[src/swr_pkg.sv]
// Purpose: shared constants and types for the supervisor watchdog reset block
// Assumes: 20 MHz ref_clk, classic Wishbone register access
// Notes:   long cycle counts are overridable from the top module
package swr_pkg;
  // ==========================================================
  // clock and timing
  localparam int unsigned CLK_KHZ          = 20_000;
  localparam int unsigned RELEASE_DELAY_MS = 200;
  localparam int unsigned PRESET_A_MS      = 1600;
  localparam int unsigned PRESET_B_MS      = 10000;
  localparam logic [31:0] RELEASE_CYCLES   = 32'(RELEASE_DELAY_MS * CLK_KHZ);
  localparam logic [31:0] PRESET_A_CYCLES  = 32'(PRESET_A_MS * CLK_KHZ);
  localparam logic [31:0] PRESET_B_CYCLES  = 32'(PRESET_B_MS * CLK_KHZ);
  localparam logic [31:0] PROG_TMO_RESET   = 32'h0000_4e20;

  // ==========================================================
  // register byte offsets
  localparam logic [7:0] ADDR_TMO   = 8'h00;
  localparam logic [7:0] ADDR_STAT  = 8'h04;
  localparam logic [7:0] ADDR_MASK  = 8'h08;
  localparam logic [7:0] ADDR_STATE = 8'h0c;

  // ==========================================================
  // synchronised pin vector positions
  localparam int IN_W    = 6;
  localparam int IN_HOLD = 0;
  localparam int IN_SUP  = 1;
  localparam int IN_SEL  = 2;
  localparam int IN_KICK = 3;
  localparam int IN_PRG  = 4;

  // ==========================================================
  // status / mask bit positions
  localparam int EV_W       = 3;
  localparam int EV_TMO     = 0;
  localparam int EV_RST_LO  = 1;
  localparam int EV_RST_HI  = 2;

  // timeout program pin codes
  localparam logic [1:0] PRG_CAP    = 2'h0;
  localparam logic [1:0] PRG_PRE_A  = 2'h1;
  localparam logic [1:0] PRG_PRE_B  = 2'h2;
  localparam logic [1:0] PRG_OPEN   = 2'h3;

  typedef enum logic [1:0] {
    SWR_HOLD,
    SWR_RUN,
    SWR_FAULT
  } swr_state_t;
endpackage

[src/swr_supervisor.sv]
// Purpose: reset supervisor with watchdog, fault pulse and Wishbone registers
// Assumes: supply comparisons arrive as digital levels on pins
// Notes:   all state lives in one struct registered by one process
//
// The Wishbone slave port and the register offsets were decided locally.
`timescale 1ns/1ns
// Contract
// - Reset output low whenever manual hold input is low.
// - After manual hold releases, reset stays low for the release delay.
// - Reset output low as soon as supply drops below trip level.
// - Supply back in range starts release count; reset rises at completion.
// - Reset held low until supply above trip plus hysteresis and delay elapsed.
// - Select input low disables the watchdog; no timeout ever raised.
// - Timeout chosen by program pin setting alone; select input only enables the watchdog.
// - Kick ignored while reset low, fault low, or watchdog disabled.
// - Fault output asserts when timeout expires without accepted kick edge.
// - Fault output asserts only while reset output is high.
// - Fault output held low for the release delay, then released.
// - Fault output released to high impedance whenever reset goes low.
module swr_supervisor #(
  parameter logic [31:0] RELEASE_CYC = swr_pkg::RELEASE_CYCLES,
  parameter logic [31:0] PRESET_A    = swr_pkg::PRESET_A_CYCLES,
  parameter logic [31:0] PRESET_B    = swr_pkg::PRESET_B_CYCLES
) (
  input  wire logic        ref_clk,
  input  wire logic        rst,
  input  wire logic        manual_hold_in_n,
  input  wire logic        supply_ok_in,
  input  wire logic        watchdog_select_in,
  input  wire logic        watchdog_kick_in,
  input  wire logic [1:0]  timeout_program_pin,
  output logic             sys_reset_out_n,
  output logic             watchdog_fault_out_n,
  output logic             watchdog_fault_oe,
  output logic             irq,
  input  wire logic        wb_cyc,
  input  wire logic        wb_stb,
  input  wire logic        wb_we,
  input  wire logic [7:0]  wb_adr,
  input  wire logic [3:0]  wb_sel,
  input  wire logic [31:0] wb_wdat,
  output logic [31:0]      wb_rdat,
  output logic             wb_ack
);

  // ==========================================================
  // state record
  typedef struct packed {
    swr_pkg::swr_state_t          state;
    logic [31:0]                  dly;
    logic [31:0]                  wdc;
    logic                         rst_n;
    logic                         f_oe;
    logic                         f_out;
    logic [swr_pkg::IN_W-1:0]     s1;
    logic [swr_pkg::IN_W-1:0]     s2;
    logic [swr_pkg::IN_W-1:0]     s3;
    logic [swr_pkg::IN_W-1:0]     filt;
    logic [31:0]                  tmo_prog;
    logic [swr_pkg::EV_W-1:0]     status;
    logic [swr_pkg::EV_W-1:0]     mask;
    logic                         irq;
    logic                         ack;
    logic [31:0]                  rdat;
  } swr_regs_t;

  swr_regs_t r_r;
  swr_regs_t r_nxt;

  logic [swr_pkg::IN_W-1:0] pins;
  logic [swr_pkg::IN_W-1:0] agree;
  logic                     hold;
  logic                     wd_en;
  logic                     kick_fall;
  logic [31:0]              tmo;
  logic [32:0]              wdc_inc;
  logic [32:0]              dly_inc;
  logic                     dly_done;
  logic                     req;
  logic [swr_pkg::EV_W-1:0] ev;
  logic [swr_pkg::EV_W-1:0] w1c;

  assign pins = {timeout_program_pin, watchdog_kick_in, watchdog_select_in,
                 supply_ok_in, manual_hold_in_n};

  // a pin change counts once the second and third stages agree
  assign agree = ~(r_r.s2 ^ r_r.s3);

  // ==========================================================
  // derived conditions
  always_comb
  begin
    hold      = ~r_r.filt[swr_pkg::IN_HOLD] | ~r_r.filt[swr_pkg::IN_SUP];
    wd_en     = r_r.filt[swr_pkg::IN_SEL];
    // only a settled high-to-low change is a kick
    kick_fall = r_r.filt[swr_pkg::IN_KICK] & agree[swr_pkg::IN_KICK]
              & ~r_r.s3[swr_pkg::IN_KICK];
    // pin setting picks the source of the timeout
    unique case (r_r.filt[swr_pkg::IN_PRG +: 2])
      swr_pkg::PRG_CAP:   tmo = r_r.tmo_prog;
      swr_pkg::PRG_PRE_A: tmo = PRESET_A;
      swr_pkg::PRG_PRE_B: tmo = PRESET_B;
      swr_pkg::PRG_OPEN:  tmo = PRESET_B;
    endcase
    wdc_inc  = {1'b0, r_r.wdc} + 33'h0_0000_0001;
    dly_inc  = {1'b0, r_r.dly} + 33'h0_0000_0001;
    dly_done = dly_inc >= {1'b0, RELEASE_CYC};
    req      = wb_cyc & wb_stb & ~r_r.ack;
  end

  // ==========================================================
  // next state
  always_comb
  begin
    r_nxt      = r_r;
    r_nxt.s1   = pins;
    r_nxt.s2   = r_r.s1;
    r_nxt.s3   = r_r.s2;
    r_nxt.filt = (agree & r_r.s3) | (~agree & r_r.filt);
    r_nxt.f_out = 1'b0;
    ev         = '0;
    w1c        = '0;

    // supervisor and watchdog sequence
    if (hold)
    begin
      // hold restarts the release count on every cycle
      r_nxt.state = swr_pkg::SWR_HOLD;
      r_nxt.dly   = '0;
      r_nxt.wdc   = '0;
      r_nxt.rst_n = 1'b0;
      r_nxt.f_oe  = 1'b0;
      ev[swr_pkg::EV_RST_LO] = r_r.rst_n;
    end
    else
    begin
      unique case (r_r.state)
        swr_pkg::SWR_HOLD:
        begin
          if (dly_done)
          begin
            r_nxt.state = swr_pkg::SWR_RUN;
            r_nxt.rst_n = 1'b1;
            r_nxt.dly   = '0;
            r_nxt.wdc   = '0;
            ev[swr_pkg::EV_RST_HI] = 1'b1;
          end
          else
          begin
            r_nxt.dly = dly_inc[31:0];
          end
        end
        swr_pkg::SWR_RUN:
        begin
          if (!wd_en)
          begin
            r_nxt.wdc = '0;
          end
          else if (kick_fall)
          begin
            r_nxt.wdc = '0;
          end
          else if (wdc_inc >= {1'b0, tmo})
          begin
            // reset is high here, so the fault may start
            r_nxt.state = swr_pkg::SWR_FAULT;
            r_nxt.f_oe  = 1'b1;
            r_nxt.wdc   = '0;
            r_nxt.dly   = '0;
            ev[swr_pkg::EV_TMO] = 1'b1;
          end
          else
          begin
            r_nxt.wdc = wdc_inc[31:0];
          end
        end
        swr_pkg::SWR_FAULT:
        begin
          // kicks have no effect while the fault is driven
          if (dly_done)
          begin
            r_nxt.state = swr_pkg::SWR_RUN;
            r_nxt.f_oe  = 1'b0;
            r_nxt.dly   = '0;
            r_nxt.wdc   = '0;
          end
          else
          begin
            r_nxt.dly = dly_inc[31:0];
          end
        end
        default:
        begin
          r_nxt.state = swr_pkg::SWR_HOLD;
        end
      endcase
    end

    // register writes, byte lanes honoured on the timeout word
    r_nxt.ack  = req;
    r_nxt.rdat = '0;
    if (req && wb_we)
    begin
      unique case (wb_adr)
        swr_pkg::ADDR_TMO:
        begin
          for (int b = 0; b < 4; b++)
          begin
            if (wb_sel[b])
            begin
              r_nxt.tmo_prog[8*b +: 8] = wb_wdat[8*b +: 8];
            end
          end
        end
        swr_pkg::ADDR_STAT:
        begin
          w1c = wb_sel[0] ? wb_wdat[swr_pkg::EV_W-1:0] : '0;
        end
        swr_pkg::ADDR_MASK:
        begin
          if (wb_sel[0])
          begin
            r_nxt.mask = wb_wdat[swr_pkg::EV_W-1:0];
          end
        end
        default:
        begin
        end
      endcase
    end
    else if (req)
    begin
      // unmapped reads return zero but are still acknowledged
      unique case (wb_adr)
        swr_pkg::ADDR_TMO:   r_nxt.rdat = r_r.tmo_prog;
        swr_pkg::ADDR_STAT:  r_nxt.rdat = 32'(r_r.status);
        swr_pkg::ADDR_MASK:  r_nxt.rdat = 32'(r_r.mask);
        swr_pkg::ADDR_STATE: r_nxt.rdat = {22'h0, r_r.filt, r_r.f_oe,
                                           r_r.rst_n, r_r.state};
        default:             r_nxt.rdat = '0;
      endcase
    end

    // set beats clear so no event is lost
    r_nxt.status = (r_r.status & ~w1c) | ev;
    r_nxt.irq    = |(r_nxt.status & r_nxt.mask);
  end

  // ==========================================================
  // state register
  always_ff @(posedge ref_clk or posedge rst)
  begin
    if (rst)
    begin
      r_r          <= '0;
      r_r.state    <= swr_pkg::SWR_HOLD;
      r_r.tmo_prog <= swr_pkg::PROG_TMO_RESET;
    end
    else
    begin
      r_r <= r_nxt;
    end
  end

  assign sys_reset_out_n      = r_r.rst_n;
  assign watchdog_fault_out_n = r_r.f_out;
  assign watchdog_fault_oe    = r_r.f_oe;
  assign irq                  = r_r.irq;
  assign wb_rdat              = r_r.rdat;
  assign wb_ack               = r_r.ack;
endmodule

[config.mk]
export PLATFORM = sky130hd
export DESIGN_NAME = swr_supervisor
export DESIGN_NICKNAME = d
export VERILOG_FILES = /design/src/swr_pkg.sv /design/src/swr_supervisor.sv
export SDC_FILE = /design/constraint.sdc
export NUM_CORES = 1
export LEC_CHECK = 0
export BUFFER_PORTS_ARGS = -buffer_cell sky130_fd_sc_hd__buf_2
export CAP_MARGIN = 20
export CORE_UTILIZATION = 54
export DETAILED_ROUTE_END_ITERATION = 10
export PLACE_DENSITY = 0.79
export SYNTH_ARGS = -nofsm -noshare
export SYNTH_HDL_FRONTEND = slang
export SYNTH_SLANG_ARGS = --single-unit
export TNS_END_PERCENT = 30
[constraint.sdc]
create_clock -name ref_clk -period 4.8 [get_ports ref_clk]
set_clock_uncertainty 0.15 [all_clocks]
set_input_delay 0 -clock ref_clk [delete_from_list [all_inputs] [get_ports ref_clk]]
set_output_delay 0 -clock ref_clk [all_outputs]
set_load 0.05 [all_outputs]
==> impl_metrics.csv <==
group,metric,value,unit
worst_setup_path,critPathLaunchType,"flip-flop",
drt,drc,0,
sta,fin_crit_sh,95.5,%
power,p_seq_share,47.8,%
global_route,grtUsageMet3,5.62,%
die,start_util,56.0,%
place,routabilityCongestion,0.906,
place,portBuffers,90,
sta,max_slew_margin,40.4,%
power,vdd_drop_max,260,uV
yosys,synth_edf_count,0,
sta,period_needed,4590,ps
global_route,grt_usage,27.4,%
yosys,synth_area_per_cell,9.62,sq um
worst_setup_path,crit_cells,20,
global_route,use_met1,34.8,%
cts,cts-htree-levels,4,
status,status,"completed",
die,rows,46,
global_route,grt_busiest_layer,"met2",
cells_and_area,antenna_cells,0,
yosys,synth_warnings,0,
worst_setup_path,critPathTopFamily,"simple AND/OR/NAND/NOR gates",
global_route,grt_overflow,0,
power,power_frac_comb,6.1,%
die,ios,92,
drt,drt_iter0_drc,633,
sta,setup-violations-final,0,
cts,cts_buffers,17,
drt,routed_wl,21800,um
cts,clockRootBuffer,"clkbuf_16",
power,power_leakage,0.00480,uW
yosys,syn_inst,934,
global_route,first_global_vias,7438,
power,p_clk_share,46.2,%
sta,tightest_slew,888,ps
cells_and_area,utilization,65.9,%
die,die_w,131,um
worst_setup_path,worstRegToRegCells,20,
yosys,synth_area,8990,sq um
die,core-area,16100,sq um
cts,clkSinkCount,164,
cts,clock_latency,430,ps
place,hpwl,14000,um
worst_setup_path,critical_path_required,4970,ps
yosys,synth-xor-area-share,2.24,%
worst_setup_path,crit_type,"flip-flop to flip-flop",
cts,clock_path_buffers,2,
worst_setup_path,cp_max_fo,33,
yosys,synthSimpleGateAreaFrac,21.0,%
sta,slew_violations,0,
drt,vias,7476,
global_route,use_met2,44.9,%
cells_and_area,nNetsFinal,1125,
yosys,seq_area_frac_synth,45.7,%
worst_setup_path,worst_path_max_delay_cell,"dfrtp_1",
drt,wire_per_inst,17.3,um
power,p_int,2210,uW
cells_and_area,syn_to_final_growth,17.7,%
yosys,muxShareOfSynthArea,7.59,%
flow_run,cap_violations,0,
sta,hold_violations,0,
drt,viasPerCell,5.91,
yosys,ys_ff_latch,164,
hold_path,worstHoldPathCells,3,
cts,clk_pin_slew,70,ps
global_route,grt_pass1_wl,36400,um
yosys,synth_compound_area_share,11.2,%
global_route,antenna_found_initial,0,
die,die_y,131,um
sta,max_freq,0.218,GHz
yosys,synth_cell_type_count,67,
drt,antenna_left,0,
cells_and_area,drive_above_1_share,21.0,%
power,powerDensity,281,nW/um^2
yosys,async_flop_share,100,%
yosys,synth_nets,1024,
yosys,synthAdderAreaFrac,5.54,%
global_route,grt_max_degree,71,
place,dp.cells,1184,
hold_path,hold_path.class,"input port to flip-flop",
sta,hold_slack,22.6,ps
cells_and_area,final_cells,1264,
yosys,synthFlopType,"dfrtp_1",
cts,cts_tree,"yes",
worst_setup_path,path_buf_inv,4,
worst_setup_path,crit_chain,"ha_2 -> nand4_1 -> nor4_2 -> buf_4 -> nand3_1 -> nor2_2 -> nand3_1 -> o21a_1 -> or2_2 -> ha_1 -> nand2_1 -> nor4_1 -> buf_4 -> inv_1 -> a311oi_2 -> a211oi_2 -> o311a_1 -> buf_12 -> a31oi_1 -> mux2i_1",
drt,drtPass1Iterations,5,
die,die_area,17200,sq um
worst_setup_path,cpPeakStageDelay,440,ps
worst_setup_path,crit_path_end_kind,"flip-flop",
power,p_switching,754,uW
yosys,synth_top_family_by_area,"simple AND/OR/NAND/NOR gates",
worst_setup_path,critPathArrivalTime,4750,ps
power,switching_share,25.4,%
-- logic make-up after synthesis --
family,after synthesis
buffers and inverters,119
flip-flops,164
multiplexers,60
other,1
AND/OR/NAND/NOR,367
AO/OA/AOI/OAI,159
adder cells (fa/ha/maj),41
XOR/XNOR,23
-- worst register-to-register path, cell delays in order, from the launching register on --
cell and delay [ps]:
dfrtp_1 440, ha_2 240, nand4_1 150, nor4_2 290, buf_4 180, nand3_1 130, nor2_2 180, nand3_1 130
o21a_1 210, or2_2 290, ha_1 300, nand2_1 80, nor4_1 280, buf_4 170, inv_1 50, a311oi_2 260
a211oi_2 100, o311a_1 370, buf_12 190, a31oi_1 180, mux2i_1 90
-- cells in the final DEF, fill, tap and decap left out, types with 5 or more instances in the layout --
master and instances:
dfrtp_1 159, buf_2 90, nand2_1 87, nand3_1 57, nor2_1 56, o21ai_0 52
dlygate4sd3_1 46, inv_1 42, and2_1 37, mux2_2 35, ha_1 34, a31oi_1 26
and3_1 24, a21oi_1 24, nand4_1 23, mux2i_1 22, nor3_1 21, buf_4 20
xnor2_1 19, nor4_1 17, clkbuf_16 17, or2_2 14, a22oi_1 11, nor2b_1 7
maj3_1 6, a221oi_1 5, dfstp_2 5
-- path summary, 6_finish.rpt --
| kind | start | to | slack, ps |
|---|---|---|---|
| setup / recovery | r_r[99] | r_r[141] | 210 |
| hold / removal | wb_sel[3] | r_r[71] | 20 |
| setup reg to reg | r_r[99] | r_r[141] | 210 |
| hold reg to reg | r_nxt[88] | r_nxt[82] | 200 |
| max in group asynchronous | rst | r_r[125] | 2850 |
| min in group asynchronous | rst | async pin | 500 |
-- layout make-up --
class	instances	area, sq um
clock buffers	18	429
well taps	216	270
fillers	1168	5480
repair buffers	158	1100
inverters	43	166
clock inverters	14	165
multi-input cells	651	4340
flip-flops and latches	164	4110
-- metal layers --
| layer | vias up | part of all wire, % | wire [um] |
|---|---|---|---|
| met4 | 0 | 3.0 | 665 |
| met2 | 328 | 48 | 10400 |
| met5 | - | 0 | 0 |
| met1 | 3578 | 43 | 9420 |
| met3 | 61 | 6.1 | 1330 |
| li1 | 3509 | - | - |
-- flip-flops by register name, summed over array words and instances (netlist names), named ones only --
signal,cells
sys_reset_out_n,1
wb_rdat,32
watchdog_fault_oe,1
wb_ack,1
r_r,110
irq,1
r_nxt,12
-- power by group through the flow --
stage               Clock [uW]  Combinational [uW]  Sequential (uW)
finish                    1370                 180             1420
global route              1440                 202             1420
CTS                       1380                 179             1420
detailed placement           0                 149             1440
global placement             0                 145             1440
floorplan                    0                92.7             1440
-- repair_timing --
item                                   in CTS  in global routing
hold buffers                               46                  0
resized for setup                           2                  9
setup endpoints to repair                  20                 60
setup buffers                               0                  2
pin swaps                                   0                  2
endpoints found under the hold margin     237                  0
-- Yosys cell counts (all sizes together), types with 4 or more instances --
library cell / n / area (sq um)
and2: 37 / 231
a311oi: 4 / 41.3
a21oi: 25 / 129
ha: 35 / 438
buf: 47 / 327
nand3: 59 / 305
nor2: 57 / 214
maj3: 6 / 60.1
dfrtp: 159 / 3980
xor2: 4 / 35.0
a21o: 4 / 30.0
nor3: 23 / 115
nor2b: 7 / 43.8
a22oi: 11 / 82.6
mux2: 35 / 394
a31oi: 26 / 163
or2: 14 / 87.6
clkbuf: 29 / 110
and3: 24 / 150
a221oi: 5 / 43.8
nand2: 87 / 327
xnor2: 19 / 166
mux2i: 22 / 220
dfstp: 5 / 131
inv: 43 / 161
o21ai: 56 / 280
nor4: 21 / 153
nand4: 24 / 156
-- stage by stage --
stage | setup WS, ps | area, sq um | total power (uW) | setup TNS [ps]
3_5_place_dp | -60.1 | 9470 | 1590 | -93.9
2_1_floorplan | 225 | 8990 | 1530 | 0
6_report | 214 | 10600 | 2970 | 0
5_1_grt | -1.41 | 10600 | 3060 | -1.41
3_3_place_gp | -26.1 | 9470 | 1590 | -32.4
4_1_cts | 49.2 | 10500 | 2970 | 0
(Power assumes the default switching activity.)
